--- config.mk ---
export PLATFORM = sky130hd
export DESIGN_NAME = sdp_debug_port
export DESIGN_NICKNAME = d
export VERILOG_FILES = /design/src/hdl/sdp_pkg.sv /design/src/hdl/sdp_sync.sv /design/src/hdl/sdp_link.sv /design/src/hdl/sdp_debug_port.sv
export SDC_FILE = /design/constraint.sdc
export NUM_CORES = 1
export LEC_CHECK = 0
export BUFFER_PORTS_ARGS = -buffer_cell sky130_fd_sc_hd__buf_2
export CORE_MARGIN = 5
export CORE_UTILIZATION = 45
export CTS_BUF_LIST = sky130_fd_sc_hd__clkbuf_16
export CTS_CLUSTER_SIZE = 25
export DETAILED_ROUTE_END_ITERATION = 7
export MAX_ROUTING_LAYER = met4
export PLACE_DENSITY_LB_ADDON = 0.05
export SLEW_MARGIN = 10
export SYNTH_ARGS = -nofsm -noshare
export SYNTH_HDL_FRONTEND = slang
export SYNTH_SLANG_ARGS = --single-unit
--- constraint.sdc ---
create_clock -name clk_sys_i -period 7.2 [get_ports clk_sys_i]
set_input_delay 0.36 -clock clk_sys_i [delete_from_list [all_inputs] [get_ports clk_sys_i]]
set_output_delay 0.36 -clock clk_sys_i [all_outputs]
set_load 0.02 [all_outputs]
--- src/hdl/sdp_pkg.sv ---
package sdp_pkg;
	localparam int DATA_W     = 16;
	localparam int ADDR_W     = 16;
	localparam int FL_ADDR_W  = 12;
	localparam int NIB_W      = 4;
	localparam int FRAME_BITS = 8;
	localparam int CNT_W      = 5;

	// nibble select codes
	localparam logic [3:0] SEL_DATA0 = 4'h0;
	localparam logic [3:0] SEL_DATA3 = 4'h3;
	localparam logic [3:0] SEL_ADDR0 = 4'h4;
	localparam logic [3:0] SEL_ADDR3 = 4'h7;
	localparam logic [3:0] SEL_CMD   = 4'h8;
	localparam logic [3:0] SEL_MODE  = 4'h9;

	// command codes
	localparam logic [3:0] CMD_PORT_WR    = 4'h0;
	localparam logic [3:0] CMD_FLASH_WR   = 4'h1;
	localparam logic [3:0] CMD_PORT_RD    = 4'h2;
	localparam logic [3:0] CMD_FLASH_RD   = 4'h3;
	localparam logic [3:0] CMD_ACC_RD     = 4'h4;
	localparam logic [3:0] CMD_IP_FL_RD   = 4'h5;
	localparam logic [3:0] CMD_IP_RD      = 4'h6;
	localparam logic [3:0] CMD_HALT       = 4'h7;
	localparam logic [3:0] CMD_START      = 4'h8;
	localparam logic [3:0] CMD_STEP       = 4'h9;
	localparam logic [3:0] CMD_IP_CLR     = 4'hA;
	localparam logic [3:0] CMD_MOD_RST    = 4'hB;
	localparam logic [3:0] CMD_NOP        = 4'hC;
	localparam logic [3:0] CMD_PAGE_ERASE = 4'hD;
	localparam logic [3:0] CMD_PART_ERASE = 4'hE;
	localparam logic [3:0] CMD_AUX_SEL    = 4'hF;

	// interface mode codes
	localparam logic [3:0] MODE_4WIRE = 4'h0;
	localparam logic [3:0] MODE_3WIRE = 4'h1;

	// field positions
	localparam int PORT_MSB = 3;
	localparam int FL_MSB   = 11;
	localparam int PAGE_LSB = 6;

	// reset values
	localparam logic [15:0] DHR_RST  = 16'h0000;
	localparam logic [15:0] ADDR_RST = 16'h0000;
	localparam logic [3:0]  CMD_RST  = 4'hC;
	localparam logic        MODE_RST = 1'b0;

	typedef struct packed {
		logic [3:0] sel;
		logic [3:0] val;
	} sdp_nib_t;

	typedef struct packed {
		logic        wr;
		logic        rd;
		logic [3:0]  sel;
		logic [15:0] wdata;
	} sdp_port_req_t;

	typedef struct packed {
		logic        wr;
		logic        rd;
		logic        page_erase;
		logic        part_erase;
		logic        aux;
		logic [11:0] addr;
		logic [7:0]  wdata;
	} sdp_flash_req_t;

	typedef struct packed {
		logic halt;
		logic step;
		logic ip_clear;
		logic mod_reset;
	} sdp_cpu_ctl_t;
endpackage : sdp_pkg

--- src/hdl/sdp_sync.sv ---
module sdp_sync #(
	parameter int W = 3
) (
	input  wire logic         clk_sys_i,
	input  wire logic         rst_n_i,
	input  wire logic         ce_i,
	input  wire logic [W-1:0] d_i,
	output logic      [W-1:0] q_o
);
	logic [W-1:0] meta_ff;

	genvar gi;
	generate
		for (gi = 0; gi < W; gi++)
		begin : g_bit
			// first stage feeds only the second stage
			always_ff @(posedge clk_sys_i or negedge rst_n_i)
			begin
				if (!rst_n_i)
				begin
					meta_ff[gi] <= 1'b1;
					q_o[gi]     <= 1'b1;
				end
				else if (ce_i)
				begin
					meta_ff[gi] <= d_i[gi];
					q_o[gi]     <= meta_ff[gi];
				end
			end
		end
	endgenerate
endmodule : sdp_sync

--- src/hdl/sdp_link.sv ---
module sdp_link
	import sdp_pkg::*;
(
	input  wire logic        clk_sys_i,
	input  wire logic        rst_n_i,
	input  wire logic        ce_i,
	input  wire logic        sclk_s_i,
	input  wire logic        cs_n_s_i,
	input  wire logic        din_s_i,
	input  wire logic        mode_3w_i,
	input  wire logic [15:0] dhr_i,
	output sdp_nib_t         nib_o,
	output logic             nib_vld_o,
	output logic             dout_o,
	output logic             dout_oe_n_o
);
	logic             sclk_d_ff;
	logic [CNT_W-1:0] cnt_ff;
	logic [7:0]       sh_ff;
	logic [15:0]      out_ff;
	logic             arm_ff;
	logic             rise;
	logic             fall;

	assign rise = sclk_s_i & ~sclk_d_ff;
	assign fall = ~sclk_s_i & sclk_d_ff;

	always_ff @(posedge clk_sys_i or negedge rst_n_i)
	begin
		if (!rst_n_i)
			sclk_d_ff <= 1'b0;
		else if (ce_i)
			sclk_d_ff <= sclk_s_i;
	end

	// frame: 8 bits lsb first, value nibble then select nibble; extra bits ignored
	always_ff @(posedge clk_sys_i or negedge rst_n_i)
	begin
		if (!rst_n_i)
		begin
			cnt_ff    <= '0;
			sh_ff     <= '0;
			nib_o     <= '0;
			nib_vld_o <= 1'b0;
		end
		else if (ce_i)
		begin
			nib_vld_o <= 1'b0;
			if (cs_n_s_i)
				cnt_ff <= '0;
			else if (rise && cnt_ff < CNT_W'(FRAME_BITS))
			begin
				sh_ff  <= {din_s_i, sh_ff[7:1]};
				cnt_ff <= cnt_ff + CNT_W'(1);
				if (cnt_ff == CNT_W'(FRAME_BITS - 1))
				begin
					nib_o     <= {din_s_i, sh_ff[7:1]};
					nib_vld_o <= 1'b1;
				end
			end
		end
	end

	// read-back: holding register snapshot at frame start, shifted out lsb first
	always_ff @(posedge clk_sys_i or negedge rst_n_i)
	begin
		if (!rst_n_i)
		begin
			out_ff      <= '0;
			arm_ff      <= 1'b0;
			dout_o      <= 1'b0;
			dout_oe_n_o <= 1'b1;
		end
		else if (ce_i)
		begin
			if (cs_n_s_i)
			begin
				arm_ff      <= 1'b0;
				out_ff      <= dhr_i;
				dout_o      <= dhr_i[0];
				dout_oe_n_o <= 1'b1;
			end
			else
			begin
				// 3-wire shares the pin, so stay off it during the select/value bits
				dout_oe_n_o <= mode_3w_i && cnt_ff < CNT_W'(FRAME_BITS);
				// first fall after the 8th bit only arms; shifting there would lose bit 0
				if (fall && mode_3w_i && cnt_ff >= CNT_W'(FRAME_BITS))
					arm_ff <= 1'b1;
				if (fall && (!mode_3w_i || arm_ff))
				begin
					out_ff <= {1'b0, out_ff[15:1]};
					dout_o <= out_ff[1];
				end
			end
		end
	end
endmodule : sdp_link

--- src/hdl/sdp_debug_port.sv ---
module sdp_debug_port
	import sdp_pkg::*;
(
	input  wire logic        clk_sys_i,
	input  wire logic        rstn_i,
	input  wire logic        ce_i,
	input  wire logic        sclk_i,
	input  wire logic        cs_n_i,
	input  wire logic        serial_data_input_i,
	output logic             dout_o,
	output logic             dout_oe_n_o,
	output sdp_port_req_t    port_req_o,
	input  wire logic        cpu_port_busy_i,
	input  wire logic [15:0] port_rdata_i,
	output sdp_flash_req_t   flash_req_o,
	input  wire logic        flash_done_i,
	input  wire logic [7:0]  flash_rdata_i,
	output sdp_cpu_ctl_t     cpu_ctl_o,
	input  wire logic [15:0] acc_i,
	input  wire logic [15:0] instruction_pointer_i,
	output logic             mode_3wire_o
);
	typedef enum logic [1:0] {
		ST_IDLE,
		ST_PORT,
		ST_PORT_CAP,
		ST_FLASH
	} sdp_state_t;

	logic        rst_meta_ff;
	logic        rst_n;
	logic [2:0]  pins_s;
	sdp_nib_t    nib;
	logic        nib_vld;
	logic [15:0] data_holding_register_ff;
	logic [15:0] port_flash_address_register_ff;
	logic [3:0]  command_code_register_ff;
	logic        cmd_go_ff;
	sdp_state_t  state_ff;
	logic        port_is_rd_ff;
	logic        dhr_ld;
	logic [15:0] nxt_dhr;

	// reset release through two flops
	always_ff @(posedge clk_sys_i or negedge rstn_i)
	begin
		if (!rstn_i)
		begin
			rst_meta_ff <= 1'b0;
			rst_n       <= 1'b0;
		end
		else
		begin
			rst_meta_ff <= 1'b1;
			rst_n       <= rst_meta_ff;
		end
	end

	sdp_sync #(
		.W(3)
	) u_sync (
		.clk_sys_i (clk_sys_i),
		.rst_n_i   (rst_n),
		.ce_i      (ce_i),
		.d_i       ({sclk_i, cs_n_i, serial_data_input_i}),
		.q_o       (pins_s)
	);

	sdp_link u_link (
		.clk_sys_i   (clk_sys_i),
		.rst_n_i     (rst_n),
		.ce_i        (ce_i),
		.sclk_s_i    (pins_s[2]),
		.cs_n_s_i    (pins_s[1]),
		.din_s_i     (pins_s[0]),
		.mode_3w_i   (mode_3wire_o),
		.dhr_i       (data_holding_register_ff),
		.nib_o       (nib),
		.nib_vld_o   (nib_vld),
		.dout_o      (dout_o),
		.dout_oe_n_o (dout_oe_n_o)
	);

	// command and mode registers
	always_ff @(posedge clk_sys_i or negedge rst_n)
	begin
		if (!rst_n)
		begin
			command_code_register_ff <= CMD_RST;
			cmd_go_ff                <= 1'b0;
			mode_3wire_o             <= MODE_RST;
		end
		else if (ce_i)
		begin
			cmd_go_ff <= 1'b0;
			if (nib_vld && nib.sel == SEL_CMD)
			begin
				command_code_register_ff <= nib.val;
				cmd_go_ff                <= 1'b1;
			end
			else if (nib_vld && nib.sel == SEL_MODE)
			begin
				if (nib.val == MODE_4WIRE)
					mode_3wire_o <= 1'b0;
				else if (nib.val == MODE_3WIRE)
					mode_3wire_o <= 1'b1;
			end
		end
	end

	// address register, nibble loads
	always_ff @(posedge clk_sys_i or negedge rst_n)
	begin
		if (!rst_n)
			port_flash_address_register_ff <= ADDR_RST;
		else if (ce_i && nib_vld && nib.sel >= SEL_ADDR0 && nib.sel <= SEL_ADDR3)
			port_flash_address_register_ff[nib.sel[1:0]*NIB_W +: NIB_W] <= nib.val;
	end

	// holding register results; a result outranks a host nibble in the same cycle
	always_comb
	begin
		dhr_ld  = 1'b0;
		nxt_dhr = data_holding_register_ff;
		if (state_ff == ST_IDLE && cmd_go_ff && cpu_ctl_o.halt)
		begin
			if (command_code_register_ff == CMD_ACC_RD)
			begin
				dhr_ld  = 1'b1;
				nxt_dhr = acc_i;
			end
			else if (command_code_register_ff == CMD_IP_RD)
			begin
				dhr_ld  = 1'b1;
				nxt_dhr = instruction_pointer_i;
			end
		end
		else if (state_ff == ST_PORT_CAP && port_is_rd_ff)
		begin
			dhr_ld  = 1'b1;
			nxt_dhr = port_rdata_i;
		end
		else if (state_ff == ST_FLASH && flash_done_i && flash_req_o.rd)
		begin
			dhr_ld  = 1'b1;
			nxt_dhr = {data_holding_register_ff[15:8], flash_rdata_i};
		end
	end

	always_ff @(posedge clk_sys_i or negedge rst_n)
	begin
		if (!rst_n)
			data_holding_register_ff <= DHR_RST;
		else if (ce_i)
		begin
			if (dhr_ld)
				data_holding_register_ff <= nxt_dhr;
			else if (nib_vld && nib.sel <= SEL_DATA3)
				data_holding_register_ff[nib.sel[1:0]*NIB_W +: NIB_W] <= nib.val;
		end
	end

	// command execution
	always_ff @(posedge clk_sys_i or negedge rst_n)
	begin
		if (!rst_n)
		begin
			state_ff      <= ST_IDLE;
			port_is_rd_ff <= 1'b0;
			port_req_o    <= '0;
			flash_req_o   <= '0;
			cpu_ctl_o     <= '0;
		end
		else if (ce_i)
		begin
			cpu_ctl_o.step      <= 1'b0;
			cpu_ctl_o.ip_clear  <= 1'b0;
			cpu_ctl_o.mod_reset <= 1'b0;
			case (state_ff)
				ST_IDLE:
				begin
					if (cmd_go_ff)
					begin
						case (command_code_register_ff)
							CMD_PORT_WR, CMD_PORT_RD:
							begin
								// no halt check: ports stay reachable while running
								port_req_o.sel   <= port_flash_address_register_ff[PORT_MSB:0];
								port_req_o.wdata <= data_holding_register_ff;
								port_is_rd_ff    <= command_code_register_ff == CMD_PORT_RD;
								state_ff         <= ST_PORT;
							end
							CMD_HALT:
							begin
								cpu_ctl_o.halt  <= 1'b1;
								flash_req_o.aux <= 1'b0;
							end
							default:
							begin
								// halted-only commands are dropped while running
								if (cpu_ctl_o.halt)
								begin
									case (command_code_register_ff)
										CMD_FLASH_WR:
										begin
											flash_req_o.wr    <= 1'b1;
											flash_req_o.addr  <= port_flash_address_register_ff[FL_MSB:0];
											flash_req_o.wdata <= data_holding_register_ff[7:0];
											state_ff          <= ST_FLASH;
										end
										CMD_FLASH_RD:
										begin
											flash_req_o.rd   <= 1'b1;
											flash_req_o.addr <= port_flash_address_register_ff[FL_MSB:0];
											state_ff         <= ST_FLASH;
										end
										CMD_IP_FL_RD:
										begin
											flash_req_o.rd   <= 1'b1;
											flash_req_o.addr <= instruction_pointer_i[FL_MSB:0];
											state_ff         <= ST_FLASH;
										end
										CMD_START:
											cpu_ctl_o.halt <= 1'b0;
										CMD_STEP:
											cpu_ctl_o.step <= 1'b1;
										CMD_IP_CLR:
											cpu_ctl_o.ip_clear <= 1'b1;
										CMD_MOD_RST:
											cpu_ctl_o.mod_reset <= 1'b1;
										CMD_PAGE_ERASE:
										begin
											flash_req_o.page_erase <= 1'b1;
											flash_req_o.addr <= {port_flash_address_register_ff[FL_MSB:PAGE_LSB],
												6'h00};
											state_ff <= ST_FLASH;
										end
										CMD_PART_ERASE:
										begin
											flash_req_o.part_erase <= 1'b1;
											state_ff               <= ST_FLASH;
										end
										CMD_AUX_SEL:
											flash_req_o.aux <= 1'b1;
										default:
											state_ff <= ST_IDLE;
									endcase
								end
							end
						endcase
					end
				end
				ST_PORT:
				begin
					if (!cpu_port_busy_i)
					begin
						port_req_o.wr <= !port_is_rd_ff;
						port_req_o.rd <= port_is_rd_ff;
						state_ff      <= ST_PORT_CAP;
					end
				end
				ST_PORT_CAP:
				begin
					port_req_o.wr <= 1'b0;
					port_req_o.rd <= 1'b0;
					state_ff      <= ST_IDLE;
				end
				ST_FLASH:
				begin
					if (flash_done_i)
					begin
						flash_req_o.wr         <= 1'b0;
						flash_req_o.rd         <= 1'b0;
						flash_req_o.page_erase <= 1'b0;
						flash_req_o.part_erase <= 1'b0;
						state_ff               <= ST_IDLE;
					end
				end
				default:
					state_ff <= ST_IDLE;
			endcase
		end
	end
endmodule : sdp_debug_port

==> metrics.txt, run 1 <==
P_int=1.434 mW; RePlAce Congestion=roughly 0.9; total grt overflow=0; DRT antenna net count=0; top-count cell post-synth=dfrtp_1; WL/cell=18.56 um; crit-path cells=nand3b_1 > o211ai_2 > o211ai_1 > o31ai_1; GRT met2 Usage=between 30% and 40%; worst vdd ir=149.0 uV; Vias=5,210; initial antenna violation count=0; Storage cell area=3418 um2; Switching Share=24.61%; CTS tree=done; Worst Skew=0.006572 ns; Die W=around 130 um; critical path arrival=2.89 ns; clk buf depth=2; RSZ-0062 raised after global routing=no; initial DRC count=approximately 310; Boundary Pins=118; post-synthesis cell count=646; outcome=complete, no violations; clock slew at reported path FFs=0.06 ns; PwrDens=241.7 nW/um2; startpoint types=flip-flop; Crit Path Category=reg -> reg; fmax=~0.39 GHz; final wirelength=17,580 um; number of synthesized flops with an enable pin=0; CTS buffer count=17; initial core utilization=between 40% and 50%; Largest stage delay, worst path=slightly below 0.7 ns; NumNets Final=821; Largest delay share family, worst path=compound AO/OA/AOI/OAI gates; TritonRoute pass-1 iters=5; CP Capture Type=flip-flop; fin cells=947; final HPWL from detailed placement=around 13,000 um; num rows=44; GR Util met3=between 3 and 4%; Clk pwr share=45.5%; Cell variety after synth=54; largest net degree at the start of global routing=75; clock latency on the worst-skew pair=0.42 ns; Filler Cell Count=between 1,000 and 1,500; Die ar.=17,160 um2; max_slew headroom=29.55%; ANT cells=0; synth warn=0; Critical Path Slowest Stage Cell=nand3b_1; Power Total=1.903 mW; NetSw=0.4682 mW; Die Ht=131.0 um; Max Slew Vio Count=0; minimum clock period=2.576 ns; post-cts sizing count=0; class of the worst hold path=in -> reg; MaxCap Viol Count=0; number of port buffers=117; Synth top cells by count=dfrtp_1 (127), nand2_1 (101), a21oi_1 (60), mux2_2 (48), o21ai_0 (48); Synth top area share=about 48%; Req. time, crit path=between 7 and 8 ns; slew of the pin with the lowest slew margin=1.054 ns; CTS root buf=clkbuf_16; Post-synth ARST share=between 90% and 100%; Buf/Inv on CP=0; multi-input logic area=2972 um2; setup tns final=0 ns; met1 Use GR=30.16%; layout cells sized above 1=28.96%; Cell Area, Synth=6589 um2; most area-consuming cells after synthesis=dfrtp_1 (48%), mux2_2 (8.2%), nand2_1 (5.8%); Comb pwr share=between 8 and 9%; post-route setup slack=4.624 ns; global-route usage over all layers=21.97%; vias in the first global route=just over 5,000; Final period util=35.78%; Seq pwr share=46.3%; H-tree levels=4; CTS Sinks=~140; vias per cell=5.502; final hold vios=0; top_reg_cell synth=dfrtp_1; sequential area share after synthesis=51.82%; DP Worst Slack=approximately 4.5 ns; post-synthesis cell type with the largest combined area=dfrtp_1; # DRC=0; Avg Cell Area, Syn=10.20 um2; post-CTS setup buffer count=0; core area=14,420 um2; Placed Cells=~910; Leak=3.779 nW; number of synthesized register bits=136; P&R area growth vs syn=19.45%; Top Usage Layer GRT=met2; crit path max fanout=18; final setup vio count=0; Mapped Nets=717; first-pass GRT wire length=27,750 um
state kept, by name, summed over array words and instances (netlist names), 2 cells and up:
name,cells
flash_req_o,25
port_req_o,22
data_holding_register_ff,16
u_link.out_ff,16
port_flash_address_register_ff,12
u_link.nib_o,8
u_link.sh_ff,7
u_link.cnt_ff,5
command_code_register_ff,4
cpu_ctl_o,4
u_sync.meta_ff,3
u_sync.q_o,3
state_ff,2
power by group through the flow:
stage | clock [mW] | sequential [mW] | combinational (mW)
2_1_floorplan | 0 | 0.886 | 0.103
3_3_place_gp | 0 | 0.893 | 0.154
3_5_place_dp | 0 | 0.894 | 0.158
4_1_cts | 0.884 | 0.882 | 0.159
5_1_grt | 0.911 | 0.891 | 0.178
6_report | 0.865 | 0.881 | 0.156
path summary, 6_finish.rpt:
| check | from | endpoint | slack (ns) | cells after the start |
|---|---|---|---|---|
| max | state_ff[1] | data_holding_register_ff[11] | 4.62 | 4 |
| min | serial_data_input_i | u_sync.meta_ff[0] | 0.17 | 2 |
| max reg2reg | state_ff[1] | data_holding_register_ff[11] | 4.62 | 4 |
| min reg2reg | rst_meta_ff | rst_n | 0.36 | 0 |
| max in group asynchronous | rst_n | port_is_rd_ff | 5.35 | 1 |
| min in group asynchronous | rstn_i | rst_n | 0.25 | 2 |
worst reg2reg max path: stages, from the launching register on:
cell and delay [ns]:
dfrtp_1 0.63, nand3b_1 0.69, o211ai_2 0.49, o211ai_1 0.35, o31ai_1 0.33
stage by stage:
step,area [um2],hold WS [ns],util (%)
2_1_floorplan,6589,0.06441,-
3_3_place_gp,7273,0.1441,50.43
3_5_place_dp,7273,0.1455,50.43
4_1_cts,7870,0.1567,54.56
5_1_grt,7870,0.1631,54.56
6_report,7870,0.1699,54.56
layer usage:
| metal | vias to the layer above | wire [um] |
|---|---|---|
| met5 | - | 0 |
| met1 | 2515 | 8172 |
| met2 | 148 | 8080 |
| met4 | 0 | 425 |
| met3 | 32 | 900 |
| li1 | 2515 | - |
kinds of logic after synthesis:
logic type / Yosys count / synth area share [%]
xor+xnor: 1 / 0.1330
fa+ha+maj: 7 / 1.329
buf+inv: 48 / 3.076
mux: 85 / 13.82
flops: 136 / 51.82
compound gates: 162 / 14.38
other cells: 1 / 0.05691
simple gates: 206 / 15.38
layout by cell type, fill, tap and decap left out, types with 3 or more instances in the layout:
cell type and instances:
a31oi_1 5, and3_1 4, mux2_2 48, o21ai_1 3, and3b_1 3, buf_2 117
o21ai_0 48, nand3_1 26, a22oi_1 6, nor2_1 30, buf_4 3, dfstp_2 9
o22ai_1 8, dfrtp_1 126, and2_1 9, nand2_1 101, clkinv_2 4, o211ai_1 11
o31ai_1 8, ha_1 7, mux2i_1 37, nor3b_1 5, inv_1 13, bufinv_16 3
a21oi_1 60, nand2b_1 5, clkbuf_16 17, nor3_1 5, clkinvlp_4 3
timing repair:
| action | CTS | global route |
|---|---|---|
| hold endpoints to repair | 2 | 0 |
| endpoints found under the setup margin | 0 | 0 |
| hold buffers | 1 | 0 |
area by class of cell:
class,count,share of cell area [%]
clock buffers,17,5.405
clock inverters,15,2.051
inverters,12,0.5723
multi-input cells,462,37.76
flip-flops and latches,136,43.43
well taps,184,2.925
repair buffers,121,7.854
Note: power is estimated with default switching activity, not from simulation.
==> run 2: changes to the inputs <==
Clock period 7.2 ns to 2.35 ns, I/O delays scaled along.
==> run 2 against run 1 <==
  * First-iteration DRC count grew 2.3%
  * Hold slack lost 0.14 ns
  * Total power increased to 3.2 times the previous value
  * Sequential cell count stayed put
  * Cell area up 3.4%
  * Routed wire length rose by 3.5%
  * Critical path type unchanged
  * Via count up 1.8%
  * Critical path depth increased by 2
  * Sequential power grew to 3.0 times the previous value
  * Largest power group is now the clock network
  * Sequential share of layout area shrank 1.4 points
  * Clock power rose to 3.3 times the previous value
==> metrics.txt, run 2 (synthesized netlist as in run 1, its figures left out) <==
Seq pwr share=43.9%; final wirelength=around 18,000 um; Die W=around 130 um; CTS Sinks=136; P&R area growth vs syn=23.51%; Storage cell area=3418 um2; clk buf depth=2; final HPWL from detailed placement=13,380 um; total grt overflow=0; Largest Register=flash_req_o; worst vdd ir=around 440 uV; Critical Path Source=u_link.nib_o[4]; setup tns final=0 ns; core area=about 14,000 um2; Worst Skew=about 0.013 ns; post-cts sizing count=0; initial antenna violation count=0; post-CTS setup buffer count=0; Vias=5,306; crit-path cells=inv_1 > ha_1 > nor3b_1 > and2_1 > a21oi_1 > o31ai_1; NumNets Final=846; vias in the first global route=about 5,300; reg2reg setup slack=0.35 ns; most common cell after layout, fill and taps aside=dfrtp_1; class of the worst hold path=in -> async; global-route usage over all layers=22.80%; max reg flops=25; Critical Path Slowest Stage Cell=dfrtp_1; initial core utilization=about 46%; WL/cell=18.73 um; clock latency on the worst-skew pair=0.42 ns; NetSw=1.445 mW; Final period util=85.23%; max_slew headroom=50.58%; final setup vio count=0; Filler Cell Count=1,314; Max Slew Vio Count=0; CTS tree=done; slew of the pin with the lowest slew margin=~0.74 ns; Buf/Inv on CP=1; P_int=4.623 mW; DRT antenna net count=0; reg2reg end=data_holding_register_ff[9]; crit path max fanout=9; top flop regs=flash_req_o (25), port_req_o (22); RePlAce Congestion=0.8700; Reg2Reg Depth=6; MaxCap Viol Count=0; Leak=a little under 4 nW; vias per cell=between 5 and 6; final hold vios=0; outcome=complete, no violations; Power Total=6.068 mW; Switching Share=between 20% and 30%; critical path arrival=2.31 ns; Boundary Pins=118; Req. time, crit path=approximately 2.7 ns; H-tree levels=4; R2R Path Start=u_link.nib_o[4]; number of port buffers=117; most frequent cells in the layout=dfrtp_1 (126), buf_2 (117), nand2_1 (101); num rows=44; minimum clock period=2.003 ns; fmax=about 0.5 GHz; Die Ht=about 130 um; Largest stage delay, worst path=0.49 ns; largest net degree at the start of global routing=135; CTS buffer count=17; initial DRC count=around 310; ANT cells=0; Die ar.=17,160 um2; # DRC=0; TritonRoute pass-1 iters=5; multi-input logic area=2972 um2; CP Capture Type=flip-flop; CTS root buf=clkbuf_16; Clk pwr share=47.3%; Post-CTS Hold Fix Bufs=4; RSZ-0062 raised after global routing=no; Largest delay share family, worst path=simple AND/OR/NAND/NOR gates; Comb pwr share=roughly 9%; startpoint types=flip-flop; layout cells sized above 1=30.84%; PwrDens=745.6 nW/um2; first-pass GRT wire length=28,720 um; clock slew at reported path FFs=roughly 0.060 ns; Crit Path Category=reg -> reg
[run 2: cell types whose count changed in the layout (fill, tap and decap cells not counted), sizes merged]
cell         previous run  this run
clkinv                  6         5
dlygate4sd3             1         4
clkinvlp                3         2
buf                   120       142
bufinv                  3         5
[run 2: how the worst max path moves through the flow]
stage          cells after the start                            to
2_1_floorplan                      0                     cmd_go_ff
5_1_grt                            5   data_holding_register_ff[3]
3_5_place_dp                       6  data_holding_register_ff[10]
4_1_cts                            6  data_holding_register_ff[10]
3_3_place_gp                       6   data_holding_register_ff[9]
6_report                           6   data_holding_register_ff[9]
[run 2: through the flow]
| step | instances | util [%] | instance area (um2) | hold WS [ns] | setup WS [ns] |
|---|---|---|---|---|---|
| CTS | 972 | 56.42 | 8138 | 0.01438 | 0.3726 |
| global route | 972 | 56.42 | 8138 | 0.02387 | 0.1654 |
| detailed placement | 936 | 51.74 | 7463 | -0.09593 | 0.3954 |
| global placement | 936 | 51.74 | 7463 | -0.09553 | 0.4474 |
| floorplan | 646 | - | 6590 | -0.1781 | 0.09745 |
| finish | 972 | 56.42 | 8138 | 0.03100 | 0.3470 |
[run 2: power by group through the flow]
stage / combinational, mW / clock [mW] / sequential, mW
detailed placement: 0.537 / 0 / 2.70
global route: 0.604 / 3.04 / 2.69
global placement: 0.524 / 0 / 2.70
floorplan: 0.317 / 0 / 2.71
finish: 0.538 / 2.87 / 2.66
CTS: 0.547 / 2.92 / 2.66
[run 2: metal layers]
layer / routed length [um] / vias up / global-route usage, %
li1: - / 2551 / -
met2: 8725 / 140 / 35.22
met3: 814 / 24 / 4.228
met1: 8367 / 2591 / 30.72
met5: 0 / - / -
met4: 293 / 0 / 7.018
[run 2: area by class of cell]
type / count / share of cell area, %
Timing Repair Buffer: 146 / 10.30
Inverter: 12 / 0.5535
Clock inverter: 15 / 2.568
Multi-Input combinational cell: 462 / 36.52
Tap cell: 184 / 2.829
Clock buffer: 17 / 5.228
Sequential cell: 136 / 42.00
==> run 3: changes to the inputs <==
Settings changed: PLACE_DENSITY set to 0.75, PLACE_DENSITY_LB_ADDON 0.05 to unset.
==> run 3 against run 2 <==
  * Largest power group unchanged
  * Utilization is 0.052 points higher
  * Count of clock-buffer cells in the layout stayed put
  * Highest routed layer unchanged
  * Critical path type unchanged
  * First-iteration DRC count is 27% higher
  * Hold slack worse by 0.0026 ns
  * Register-to-register slack better by 0.06 ns
  * Routed wire length is 6.9% lower
  * Maximum frequency is 2.9% higher
  * Cell count is 0.10% lower
  * Sequential share of layout area hardly changed
  * Largest cell class unchanged
==> metrics.txt, run 3 (synthesized netlist as in run 1, its figures left out) <==
outcome=complete, no violations; Leak=3.928 nW; most frequent cells in the layout=dfrtp_1 (126), buf_2 (117), nand2_1 (101); initial DRC count=396; slew of the pin with the lowest slew margin=0.7171 ns; clk buf depth=2; # DRC=0; Critical Path Slowest Stage Cell=dfrtp_1; initial antenna violation count=0; vias in the first global route=5,373; final wirelength=16,950 um; max reg flops=25; vias per cell=between 5 and 6; final hold vios=0; clock latency on the worst-skew pair=approximately 0.42 ns; total grt overflow=0; final HPWL from detailed placement=12,370 um; Reg2Reg Depth=6; CP Capture Type=flip-flop; H-tree levels=4; Placed Area=7461 um2; initial core utilization=roughly 46%; layout cells sized above 1=between 30% and 40%; Largest Register=flash_req_o; startpoint types=flip-flop; Vias=5,405; RePlAce Congestion=slightly above 0.9; crit-path cells=nor2_1 > and3_1 > and2_1 > nand2_1 > buf_12 > mux2_2; fin cells=between 900 and 1,000; first-pass GRT wire length=27,190 um; post-CTS setup buffer count=0; largest net degree at the start of global routing=46; core area=between 10,000 and 15,000 um2; Max Slew Vio Count=0; Worst Skew=0.007700 ns; ANT cells=0; CTS root buf=clkbuf_16; most common cell after layout, fill and taps aside=dfrtp_1; Crit Path Category=reg -> reg; PwrDens=744.9 nW/um2; minimum clock period=1.946 ns; CTS buffer count=17; Final period util=82.83%; top flop regs=flash_req_o (25), port_req_o (22); class of the worst hold path=in -> reg; post-cts sizing count=0; Die Ht=131.0 um; fmax=between 0.5 and 0.6 GHz; Boundary Pins=118; Die ar.=between 15,000 and 20,000 um2; final setup vio count=0; fin area=slightly above 8000 um2; RSZ-0062 raised after global routing=no; CTS tree=done; P&R area growth vs syn=23.62%; CTS Sinks=136; global-route usage over all layers=21.18%; worst vdd ir=584.3 uV; critical path arrival=around 2.3 ns; setup tns final=0 ns; clock slew at reported path FFs=0.06 ns; NumNets Final=845; number of port buffers=117; TritonRoute pass-1 iters=5; max_slew headroom=between 50% and 60%; hold path depth=3; Die W=about 130 um; Largest stage delay, worst path=0.63 ns; crit path max fanout=21; Req. time, crit path=approximately 2.7 ns; Placed Cells=934; MaxCap Viol Count=0; WL/cell=17.46 um; num rows=44; DRT antenna net count=0
## run 3: cell count changes in the layout (fill, tap and decap cells not counted)
| cell | delta |
|---|---|
| buf_12 | +1 |
| inv_1 | -1 |
| buf_4 | -3 |
| dlygate4sd3_1 | +1 |
| clkinv_1 | +1 |
| inv_6 | -1 |
| clkinv_4 | +1 |
## run 3: routing by layer
metal / GRT usage [%] / share of wire, % / up-vias
li1: - / - / 2550
met1: 27.15 / 42 / 2625
met2: 33.24 / 48 / 194
met3: 4.065 / 6.6 / 36
met4: 8.409 / 2.6 / 0
met5: - / 0 / -
## run 3: final timing paths
kind                       slack, ns                startpoint                 end
setup / recovery                0.40               state_ff[1]      port_req_o[10]
hold / removal                  0.03  instruction_pointer_i[7]     flash_req_o[15]
setup reg to reg                0.40               state_ff[1]      port_req_o[10]
hold reg to reg                 0.27                     rst_n      port_req_o[21]
max in group asynchronous       1.37                     rst_n  u_link.dout_oe_n_o
min in group asynchronous       0.27                     rst_n      port_req_o[21]
## run 3: report_power, final
group / internal, mW / switching (mW) / total (mW)
Clock: 1.86 / 0.994 / 2.86
Sequential: 2.53 / 0.146 / 2.67
Combinational: 0.234 / 0.302 / 0.536
## run 3: area by class of cell
cell class                 count  area (um2)
timing repair buffer         145       845.8
tap                          184       230.2
fill                        1287        6279
clock inverter                15       209.0
inverter                      12       45.04
sequential                   136        3418
multi-input combinational    462        2972
clock buffer                  17       425.4
## run 3: critical path: cells and delay by family (launching register included)
| family | cells | cell delay [ns] |
|---|---|---|
| DFF | 1 | 0.63 |
| buffers and inverters | 1 | 0.18 |
| and+or+nand+nor | 4 | 0.64 |
| muxes | 1 | 0.35 |
## run 3: timing repair
item / CTS / global route
endpoints found under the hold margin: 5 / 0
endpoints found under the setup margin: 0 / 0
hold buffers: 5 / 0
## run 3: metrics by stage
step           power, mW  worst slack [ns]  hold slack, ns  util [%]
3_3_place_gp       3.221            0.4731        -0.09533     51.73
6_report           6.067            0.4035         0.02840     56.47
3_5_place_dp       3.243            0.4194        -0.09453     51.73
5_1_grt            6.335            0.2284        0.008339     56.47
2_1_floorplan      3.030           0.09745         -0.1781         -
4_1_cts            6.121            0.4038         0.01677     56.47
